--- config.mk ---
export PLATFORM = sky130hd
export DESIGN_NAME = cet_compare_event_trigger
export DESIGN_NICKNAME = d
export VERILOG_FILES = /design/src/design/cet_pkg.sv /design/src/design/cet_compare_event_trigger.sv
export SDC_FILE = /design/constraint.sdc
export NUM_CORES = 1
export LEC_CHECK = 0
export BUFFER_PORTS_ARGS = -buffer_cell sky130_fd_sc_hd__buf_2
export CAP_MARGIN = 20
export CORE_UTILIZATION = 40
export CTS_BUF_LIST = sky130_fd_sc_hd__clkbuf_8
export DETAILED_ROUTE_END_ITERATION = 6
export GPL_ROUTABILITY_DRIVEN = 1
export SLEW_MARGIN = 20
export SYNTH_ARGS = -nofsm -noshare
export SYNTH_HDL_FRONTEND = slang
export SYNTH_SLANG_ARGS = --single-unit
--- constraint.sdc ---
create_clock -name pclk -period 10 [get_ports pclk]
set_input_delay 2 -clock pclk [delete_from_list [all_inputs] [get_ports pclk]]
set_output_delay 2 -clock pclk [all_outputs]
set_load 0.01 [all_outputs]
--- src/design/cet_pkg.sv ---
// Package: constants and types for the compare event trigger block
package cet_pkg;

    // ************************************************************
    // Register byte offsets on the APB
    // ************************************************************
    localparam logic [7:0] OFF_COMMAND = 8'h00;
    localparam logic [7:0] OFF_DATA_LO = 8'h04;
    localparam logic [7:0] OFF_DATA_HI = 8'h08;
    localparam logic [7:0] OFF_MODE_ONE = 8'h0c;
    localparam logic [7:0] OFF_STATUS_ONE = 8'h10;

    // ************************************************************
    // Command codes and command word fields
    // ************************************************************
    localparam logic [7:0] CMD_MR_LOAD_BASE = 8'h10;
    localparam logic [7:0] CMD_TIMER_LOAD = 8'h16;
    localparam logic [7:0] CMD_TIMER_START = 8'h73;
    localparam logic [7:0] CMD_NOP = 8'h1f;
    localparam logic [7:0] CMD_MR_MODE = 8'h20;
    localparam logic [7:0] CMD_SYNC_BASE = 8'h26;
    localparam logic [3:0] CMD_SYNC_EN_HI = 4'h8;
    localparam logic [3:0] CMD_SYNC_DIS_HI = 4'h9;
    localparam int CMD_AXIS_BIT = 8;

    // ************************************************************
    // Field layouts and codes
    // ************************************************************
    localparam int NUM_MR = 4;
    localparam int MR_MODE_BITS = 4;
    localparam logic [3:0] FACTOR_MR_TRUE = 4'h1;
    localparam logic [1:0] COND_GE = 2'h0;
    localparam logic [1:0] COND_GT = 2'h1;
    localparam logic [1:0] COND_EQ = 2'h2;
    localparam logic [1:0] OBJ_LP = 2'h0;
    localparam logic [1:0] OBJ_RP = 2'h1;
    localparam logic [1:0] OBJ_CV = 2'h2;

    // ************************************************************
    // Timing: the timer counts whole microseconds
    // ************************************************************
    localparam int CLK_PERIOD_NS = 50;
    localparam int TIMER_UNIT_NS = 1000;
    localparam int TIMER_DIV = TIMER_UNIT_NS / CLK_PERIOD_NS;

    // Per reference register compare mode
    typedef struct packed {
        logic [1:0] cond;
        logic [1:0] obj;
    } cet_mr_mode_t;

    // Per action set configuration
    typedef struct packed {
        logic rpt;
        logic [5:0] action;
        logic [3:0] factor;
    } cet_sync_cfg_t;

    // Live quantities from the axis
    typedef struct packed {
        logic [31:0] lp;
        logic [31:0] rp;
        logic [31:0] cv;
    } cet_counts_t;

endpackage

--- src/design/cet_compare_event_trigger.sv ---
// Module: compare event trigger with APB registers and action set events
// Summary of operation
// - Compare turning true fires its action set
// - Already true at enable does not fire
// - Falling false then true fires again
// - Reference n drives action set n, cmds 26h-29h
// - Set command also holds action and repeat
// - Compare turning true raises enabled interrupt
// - Already true at enable raises nothing
// - Falling then rising raises interrupt again
// - Mode one bits 0-3 enable interrupts
// - Status one bits 0-3 show factors
// - Condition field: ge, gt, eq, lt
// - Object field: LP, RP, CV, timer
// - Compare pin high while result true
//
// Chosen here: register access over APB and the register offsets.
`timescale 1ns/1ps
`default_nettype none

module cet_compare_event_trigger #(
    parameter int TIMER_DIV = cet_pkg::TIMER_DIV
) (
    input wire logic pclk,
    input wire logic presetn,
    input wire logic psel,
    input wire logic penable,
    input wire logic pwrite,
    input wire logic [7:0] paddr,
    input wire logic [31:0] pwdata,
    output logic [31:0] prdata,
    output logic pready,
    output logic pslverr,
    input wire cet_pkg::cet_counts_t counts,
    output logic [3:0] compare_output_pins,
    output logic [3:0] sync_fire,
    output cet_pkg::cet_sync_cfg_t [3:0] sync_cfg,
    output logic irq
);

    // ************************************************************
    // APB decode
    // ************************************************************
    logic access;
    logic wr_en;
    logic rd_en;
    logic sel_cmd;
    logic sel_lo;
    logic sel_hi;
    logic sel_mode;
    logic sel_stat;
    logic mapped;

    // Zero wait state slave; unmapped addresses answer with pslverr
    assign access = psel & penable;
    assign wr_en = access & pwrite;
    assign rd_en = access & ~pwrite;
    assign sel_cmd = paddr == cet_pkg::OFF_COMMAND;
    assign sel_lo = paddr == cet_pkg::OFF_DATA_LO;
    assign sel_hi = paddr == cet_pkg::OFF_DATA_HI;
    assign sel_mode = paddr == cet_pkg::OFF_MODE_ONE;
    assign sel_stat = paddr == cet_pkg::OFF_STATUS_ONE;
    assign mapped = sel_cmd | sel_lo | sel_hi | sel_mode | sel_stat;
    assign pready = 1'b1;
    assign pslverr = access & ~mapped;

    // ************************************************************
    // Command decode
    // ************************************************************
    logic cmd_wr;
    logic [7:0] code;
    logic axis_hit;
    logic do_mr_load;
    logic do_tmr_load;
    logic do_tmr_start;
    logic do_nop;
    logic do_mode;
    logic do_sync_cfg;
    logic do_sync_en;
    logic do_sync_dis;
    logic [1:0] mr_idx;
    logic [1:0] sync_idx;
    logic [31:0] data_word;

    // Commands other than NOP act only on this axis, chosen by the axis select bit
    assign cmd_wr = wr_en & sel_cmd;
    assign code = pwdata[7:0];
    assign axis_hit = pwdata[cet_pkg::CMD_AXIS_BIT];
    assign mr_idx = 2'(code - cet_pkg::CMD_MR_LOAD_BASE);
    assign sync_idx = 2'(code - cet_pkg::CMD_SYNC_BASE);
    assign do_mr_load = cmd_wr & axis_hit
        & (code[7:2] == cet_pkg::CMD_MR_LOAD_BASE[7:2]);
    assign do_tmr_load = cmd_wr & axis_hit
        & (code == cet_pkg::CMD_TIMER_LOAD);
    assign do_tmr_start = cmd_wr & axis_hit
        & (code == cet_pkg::CMD_TIMER_START);
    assign do_nop = cmd_wr & (code == cet_pkg::CMD_NOP);
    assign do_mode = cmd_wr & axis_hit & (code == cet_pkg::CMD_MR_MODE);
    assign do_sync_cfg = cmd_wr & axis_hit
        & (code >= cet_pkg::CMD_SYNC_BASE)
        & (code <= cet_pkg::CMD_SYNC_BASE + 8'h03);
    assign do_sync_en = cmd_wr & axis_hit
        & (code[7:4] == cet_pkg::CMD_SYNC_EN_HI) & (code[3:0] != 4'h0);
    assign do_sync_dis = cmd_wr & axis_hit
        & (code[7:4] == cet_pkg::CMD_SYNC_DIS_HI) & (code[3:0] != 4'h0);

    // ************************************************************
    // Data words, axis select and mode one
    // ************************************************************
    logic [15:0] data_lo_q;
    logic [15:0] data_hi_q;
    logic axis_sel_q;
    logic [3:0] irq_en_q;

    assign data_word = {data_hi_q, data_lo_q};

    // Mode one only lands when the axis was picked by the last NOP
    always_ff @(posedge pclk or negedge presetn) begin
        if (!presetn) begin
            data_lo_q <= 16'h0000;
            data_hi_q <= 16'h0000;
            axis_sel_q <= 1'b0;
            irq_en_q <= 4'h0;
        end else begin
            if (wr_en && sel_lo) data_lo_q <= pwdata[15:0];
            if (wr_en && sel_hi) data_hi_q <= pwdata[15:0];
            if (do_nop) axis_sel_q <= axis_hit;
            if (wr_en && sel_mode && axis_sel_q) irq_en_q <= pwdata[3:0];
        end
    end

    // ************************************************************
    // Microsecond timer
    // ************************************************************
    logic [31:0] tmr_q;
    logic [31:0] tmr_lim_q;
    logic [15:0] div_q;
    logic tmr_run_q;
    logic tick;

    assign tick = tmr_run_q & (div_q == 16'(TIMER_DIV - 1));

    // one count per microsecond, stops at the loaded value
    always_ff @(posedge pclk or negedge presetn) begin
        if (!presetn) begin
            tmr_q <= 32'h0000_0000;
            tmr_lim_q <= 32'h0000_0000;
            div_q <= 16'h0000;
            tmr_run_q <= 1'b0;
        end else begin
            if (do_tmr_load) tmr_lim_q <= data_word;
            if (do_tmr_start) begin
                tmr_q <= 32'h0000_0000;
                div_q <= 16'h0000;
                tmr_run_q <= 1'b1;
            end else if (tick) begin
                div_q <= 16'h0000;
                tmr_q <= tmr_q + 32'h0000_0001;
                if (tmr_q + 32'h0000_0001 == tmr_lim_q) tmr_run_q <= 1'b0;
            end else if (tmr_run_q) begin
                div_q <= div_q + 16'h0001;
            end
        end
    end

    // ************************************************************
    // Per reference register compare, edge and events
    // ************************************************************
    logic [3:0] cur;
    logic [3:0] prev_q;
    logic [3:0] rise;
    logic [3:0] fire_d;
    logic [3:0] fire_q;
    logic [3:0] irq_set;
    logic [3:0] sync_en_q;
    logic [3:0] factor_q;
    logic stat_rd;

    assign stat_rd = rd_en & sel_stat;

    genvar g;
    generate
        for (g = 0; g < cet_pkg::NUM_MR; g++) begin : g_mr
            logic [31:0] ref_q;
            cet_pkg::cet_mr_mode_t mode_q;
            cet_pkg::cet_sync_cfg_t cfg_q;
            logic signed [31:0] obj_val;
            logic signed [31:0] ref_val;

            assign obj_val = (mode_q.obj == cet_pkg::OBJ_LP) ? counts.lp
                : (mode_q.obj == cet_pkg::OBJ_RP) ? counts.rp
                : (mode_q.obj == cet_pkg::OBJ_CV) ? counts.cv : tmr_q;
            assign ref_val = ref_q;
            assign cur[g] = (mode_q.cond == cet_pkg::COND_GE)
                ? (obj_val >= ref_val)
                : (mode_q.cond == cet_pkg::COND_GT) ? (obj_val > ref_val)
                : (mode_q.cond == cet_pkg::COND_EQ) ? (obj_val == ref_val)
                : (obj_val < ref_val);
            // rise only after a false cycle
            assign rise[g] = cur[g] & ~prev_q[g];
            // factor 01h, set enabled, fresh edge
            assign fire_d[g] = rise[g] & sync_en_q[g]
                & (cfg_q.factor == cet_pkg::FACTOR_MR_TRUE);
            assign irq_set[g] = rise[g] & irq_en_q[g];
            assign sync_cfg[g] = cfg_q;

            // Reference, mode and action set configuration
            always_ff @(posedge pclk or negedge presetn) begin
                if (!presetn) begin
                    ref_q <= 32'h0000_0000;
                    mode_q <= '0;
                    cfg_q <= '0;
                end else begin
                    if (do_mr_load && mr_idx == 2'(g)) ref_q <= data_word;
                    if (do_mode) begin
                        mode_q <= data_lo_q[g*4 +: 4];
                    end
                    if (do_sync_cfg && sync_idx == 2'(g)) begin
                        cfg_q <= data_lo_q[10:0];
                    end
                end
            end

            // Enable, previous result, event pulse and factor flag
            always_ff @(posedge pclk or negedge presetn) begin
                if (!presetn) begin
                    sync_en_q[g] <= 1'b0;
                    prev_q[g] <= 1'b0;
                    fire_q[g] <= 1'b0;
                    factor_q[g] <= 1'b0;
                end else begin
                    prev_q[g] <= cur[g];
                    fire_q[g] <= fire_d[g];
                    // enable mask in low nibble, one-shot unless rpt
                    if (do_sync_en && code[g]) begin
                        sync_en_q[g] <= 1'b1;
                    end else if (do_sync_dis && code[g]) begin
                        sync_en_q[g] <= 1'b0;
                    end else if (fire_d[g] && !cfg_q.rpt) begin
                        sync_en_q[g] <= 1'b0;
                    end
                    // sticky flag; a new event beats the read clear
                    if (irq_set[g]) factor_q[g] <= 1'b1;
                    else if (stat_rd) factor_q[g] <= 1'b0;
                end
            end
        end
    endgenerate

    // ************************************************************
    // Outputs and read data
    // ************************************************************
    // pin follows the registered result
    assign compare_output_pins = prev_q;
    assign sync_fire = fire_q;
    assign irq = |factor_q;

    // Status one: factors, registered results, set enables
    always_comb begin
        prdata = 32'h0000_0000;
        if (rd_en && sel_lo) prdata = {16'h0000, data_lo_q};
        if (rd_en && sel_hi) prdata = {16'h0000, data_hi_q};
        if (stat_rd) prdata = {20'h00000, sync_en_q, prev_q, factor_q};
    end

    // Cycles since timer start or last tick; the divider is a parameter,
    // so a fixed repetition count cannot express the spacing
    logic [15:0] gap_q;

    always_ff @(posedge pclk or negedge presetn) begin
        if (!presetn) begin
            gap_q <= 16'h0000;
        end else if (do_tmr_start || tick) begin
            gap_q <= 16'h0000;
        end else if (gap_q != 16'hffff) begin
            gap_q <= gap_q + 16'h0001;
        end
    end
endmodule

`default_nettype wire

* Word level (Yosys, flattened, before mapping)
Index checks and enable logic that the tools add are counted.
Word-level totals: register bits after elaboration 322, bits of input ports 141, output and inout port bits 87
Operators by class: add/subtract/negate cells 4, $lt $le $gt $ge 14, equality and inequality tests 43, muxes and demuxes 52, bitwise logic cells 45, reduce and logical (&&, ||, !) cells 55
Operator list (count):
- 32-bit two-way mux | 16
- 32-bit equality test | 5
- 32-bit >= comparator | 4
- 32-bit greater-than comparator | 4
- 32-bit < comparator | 4
- 16-bit two-way mux | 4
- 1-bit AND | 35
- 32-bit by 1-bit adder with 32-bit output, second input constant | 1
- 1-bit two-way mux | 32
- 1-bit logical AND | 26
- 2-bit equality test, second input constant | 12
- 8-bit by 5-bit equality test with 1-bit output, second input constant | 3
- 2-bit by 1-bit equality test with 1-bit output, second input constant | 10
- 2-bit zero test | 10
- 16-bit by 1-bit adder with 16-bit output, second input constant | 1
- 16-bit by 5-bit equality test with 1-bit output, second input constant | 1
- 4-bit by 1-bit equality test with 1-bit output, second input constant | 4
- 8-bit by 4-bit equality test with 1-bit output, second input constant | 2
- 3-bit nonzero test | 5
- 2-bit nonzero test | 6
- 4-bit equality test, second input constant | 2
- 8-bit by 3-bit equality test with 1-bit output, second input constant | 1
- 8-bit by 6-bit equality test with 1-bit output, second input constant | 1
- 8-bit by 7-bit equality test with 1-bit output, second input constant | 1
- 12 further kinds | 23

* Longest topological paths before layout
depth in word-level cells 15, mapped depth 12, mapped depth without buffers 11

* Least setup slack after synthesis
No wires, ideal clock.
kind input to output, from input paddr[0], to output prdata[10], arrival 4.121 ns, data required time 8.000 ns, setup slack 3.879 ns, cell stages on the path 7, path buffers 2, path through or4_1 > or3_1 > buf_4 > nor4_1 > buf_2 > a222oi_1 > inv_1
Between the ends: cells in the longest elaborated chain, start to end 5, elaborated cells on any way between the ends 9, classes of those cells 3 x eq/ne; 3 x mux; 1 x bitwise; 2 x reduce/logical
Ends and longest elaborated chain:
- from (decl) | line cet_compare_event_trigger.sv:29 | input wire logic [7:0] paddr,
- 8-bit by 3-bit equality test with 1-bit output | line cet_compare_event_trigger.sv:59 | assign sel_lo = paddr == cet_pkg::OFF_DATA_LO;
- 1-bit logical AND | line cet_compare_event_trigger.sv:261 | if (rd_en && sel_lo) prdata = {16'h0000, data_lo_q};
- 16-bit two-way mux | line cet_compare_event_trigger.sv:261
- 32-bit two-way mux | line cet_compare_event_trigger.sv:262 | if (rd_en && sel_hi) prdata = {16'h0000, data_hi_q};
- 32-bit two-way mux (*) | line cet_compare_event_trigger.sv:263 | if (stat_rd) prdata = {20'h00000, sync_en_q, prev_q, factor_q};
- to (decl) | line cet_compare_event_trigger.sv:31 | output logic [31:0] prdata,
Mark *: on every way between the ends. The rest lies on a longest branch, timed or not.

* Worst setup path in the final report
from input paddr[0], to output prdata[11]
The elaborated chain is that of the path after synthesis.

==> impl_metrics.py <==
metrics = {
    "status": {
        "status": "finished, final reports clean",
    },
    "floorplan": {
        "die_h_um": 229,
        "die_x_um": 229,
        "core_um2": 50500,
        "die-area_um2": 52400,
        "rows": 82,
        "start_util": 0.408,
        "ios": 228,
    },
    "clock_tree": {
        "cts.sinks": 322,
        "cts_max_level": 2,
        "cts_setup_buffers": 0,
        "root_buffer": "clkbuf_8",
        "ctsHoldBuffers": 0,
        "tritoncts": "done",
        "insertion_delay_ps": 660,
        "cts_buffer_depth": 3,
        "cts_buffers": 56,
        "cts_resized": 0,
        "path_clk_slew_ps": 60,
    },
    "synthesis": {
        "yosys_warnings": 0,
        "syn_avg_cell_area_um2": 11.3,
        "ys_top_cells_by_area": "dfrtp_1 39%, mux4_2 14%, mux2_2 12%",
        "yosysTopAreaCellShare": 0.391,
        "synth-edff-count": 0,
        "ys_seq_elements": 322,
        "ys_types": 68,
        "synth_ff_type": "dfrtp_1",
        "syn_inst": 1819,
        "synth_area_leader_cell": "dfrtp_1",
        "synth_area_um2": 20600,
        "postSynth.asyncResetShare": 1.00,
        "ys_seq_area_frac": 0.391,
    },
    "global_routing": {
        "grt_max_degree": 161,
        "antenna_found_initial": 2,
        "grt_pass1_wl_mm": 97.3,
        "first_global_vias": 15900,
        "overflow": 0,
        "grtUsageTotal": 0.243,
    },
    "routing": {
        "wl_per_cell_um": 23.3,
        "vias": 15600,
        "drt_first_iter_violations": 1170,
        "routed_wl_mm": 62.6,
        "drc_errors": 0,
        "viasPerCell": 5.79,
        "drt_pre_antenna_iters": 6,
        "antenna_left": 0,
    },
    "worst_setup_path": {
        "worst_path_max_delay_cell": "nor4bb_4",
        "rr_endpoint": "sync_fire[3]",
        "worstPathRequired_ps": 8000,
        "cp.arrival_ps": 4470,
        "max_stage_delay_ps": 780,
        "critPathMostFrequentCell": "buf_2",
        "startpoint_type": "input pin",
        "r2r_start": "g_mr[3].mode_q[1]",
        "worstPathMaxFanout": 13,
        "crit_cells": 7,
        "end_kind": "output port",
        "worst-path-buf-inv": 3,
        "cpLargestDelayFamily": "simple AND/OR/NAND/NOR gates",
        "r2r_cells": 11,
        "path_cells": "buf_2 > or4_1 > or3_1 > nor4bb_4 > a222oi_1 > inv_1 > buf_2",
        "r2r_slack_ps": 4800,
        "critical_path_class": "in -> out",
    },
    "final_layout": {
        "final_layout_size_suffix_gt1_frac": 0.334,
        "syn2layout_area_growth_pct": 12.9,
        "utilization": 0.461,
        "fin_nets": 2242,
    },
    "timing": {
        "slew-limit-headroom": 0.305,
        "finalMaxSlewViolations": 0,
        "fmax_mhz": 155,
        "finalSetupViolCount": 0,
        "final-hold-violation-count": 0,
        "rsz0062_at_grt": "false",
        "tightestPinTransition_ps": 1030,
        "finalClockSkew_ps": 27.2,
        "min_period_ps": 6470,
        "setup_tns_ps": 0,
        "fin_crit_sh": 0.647,
    },
    "pwr": {
        "p_leak_nw": 10.8,
        "power.density_nw_per_um2": 122,
        "fin_total_pwr_mw": 2.84,
        "ir_drop_mv": 0.117,
    },
    "hold_path": {
        "hold_start": "sync_cfg[30]",
        "hold_class": "reg -> reg",
        "whs_endpoint": "sync_cfg[30]",
        "hold_path_depth": 1,
    },
    "placement": {
        "dpl.hpwl_mm": 44.9,
        "routabilityCongestion": 0.887,
        "io_buffers": 194,
    },
    "run": {
        "cap_violations": 0,
    },
}
## worst max-delay path by stage
stage	from	endpoint	slack, ps
after CTS	paddr[0]	prdata[11]	3180
after floorplan	paddr[0]	prdata[10]	3880
final	paddr[0]	prdata[11]	3530
after detailed placement	paddr[0]	prdata[11]	3180
after global placement	paddr[0]	prdata[11]	3310
after global routing	paddr[0]	prdata[8]	3420
## sequential cells by signal (all words and copies together), names as in the netlist, 4 cells and up
register,count
factor_q,4
tmr_q,32
compare_output_pins,4
sync_cfg,44
g_mr.mode_q,16
irq_en_q,4
sync_fire,4
tmr_lim_q,32
g_mr.ref_q,128
data_lo_q,16
data_hi_q,16
div_q,16
sync_en_q,4
## metrics by stage
step / setup slack, ps / cell area [um^2] / instances / hold WS, ps
5_1_grt: 3420 / 23300 / 2688 / 511
2_1_floorplan: 3880 / 20700 / 1834 / 460
3_3_place_gp: 3310 / 22000 / 2585 / 469
3_5_place_dp: 3180 / 22000 / 2585 / 489
6_report: 3530 / 23300 / 2689 / 503
4_1_cts: 3180 / 23200 / 2688 / 505
## cells in the final DEF (no fill, tap or decap), drive strengths merged, types with 40 or more instances in the layout
master	netlist	layout
clkbuf	70	75
nand3	40	40
dfrtp	322	322
ha	130	130
o21ai	73	73
inv	152	169
xor2	47	47
mux2	226	226
buf	65	214
nor2	77	77
nand2	121	121
mux4	128	128
nand4	42	42
a21oi	82	82
## synth_stat cells (9+ instances only)
| cell | n |
|---|---|
| dfrtp_1 | 322 |
| mux2_2 | 224 |
| inv_1 | 152 |
| ha_1 | 130 |
| mux4_2 | 128 |
| nand2_1 | 121 |
| a21oi_1 | 82 |
| nor2_1 | 74 |
| o21ai_0 | 73 |
| clkbuf_1 | 70 |
| xor2_1 | 47 |
| nand4_1 | 42 |
| nand3_1 | 38 |
| xnor2_1 | 35 |
| nor4_1 | 25 |
| buf_2 | 21 |
| buf_4 | 21 |
| nor3_1 | 16 |
| buf_1 | 15 |
| or3_1 | 15 |
| nor2b_1 | 14 |
| nand2b_1 | 13 |
| a222oi_1 | 12 |
| o211ai_1 | 10 |
| and3_1 | 9 |
## layer usage
metal  global-route usage  vias to the layer above  part of all wire
li1                     -                     6927                 -
met1                0.321                     7985              0.43
met2                0.397                      526              0.48
met3               0.0398                      123             0.056
met4                0.102                        0             0.039
met5                    0                        -                 0
## area by class of cell
| type | count | area, um^2 |
|---|---|---|
| multi-input combinational | 1225 | 11400 |
| clock buffer | 75 | 1030 |
| antenna | 1 | 2.50 |
| tap | 672 | 841 |
| timing repair buffer | 214 | 1140 |
| inverter | 152 | 571 |
| sequential | 322 | 8060 |
| clock inverter | 28 | 201 |
| fill | 4704 | 27200 |
## cell families (layout without fill, tap and decap cells)
logic type | Yosys count | count (layout) | synth area share
mux | 356 | 356 | 0.264
flops | 322 | 322 | 0.391
fa+ha+maj | 130 | 130 | 0.0789
buf+inv | 287 | 469 | 0.0603
other cells | 2 | 18 | 0.000364
xor+xnor | 82 | 82 | 0.0348
simple gates | 412 | 412 | 0.103
compound gates | 228 | 228 | 0.0673
## power by group
part           switching, mW  total [mW]  internal [mW]
Clock                  0.574        1.32          0.745
Combinational          0.117       0.204         0.0876
Sequential            0.0118        1.32           1.31
Total                  0.702        2.84           2.14
Note: power is estimated with default switching activity, not from simulation.
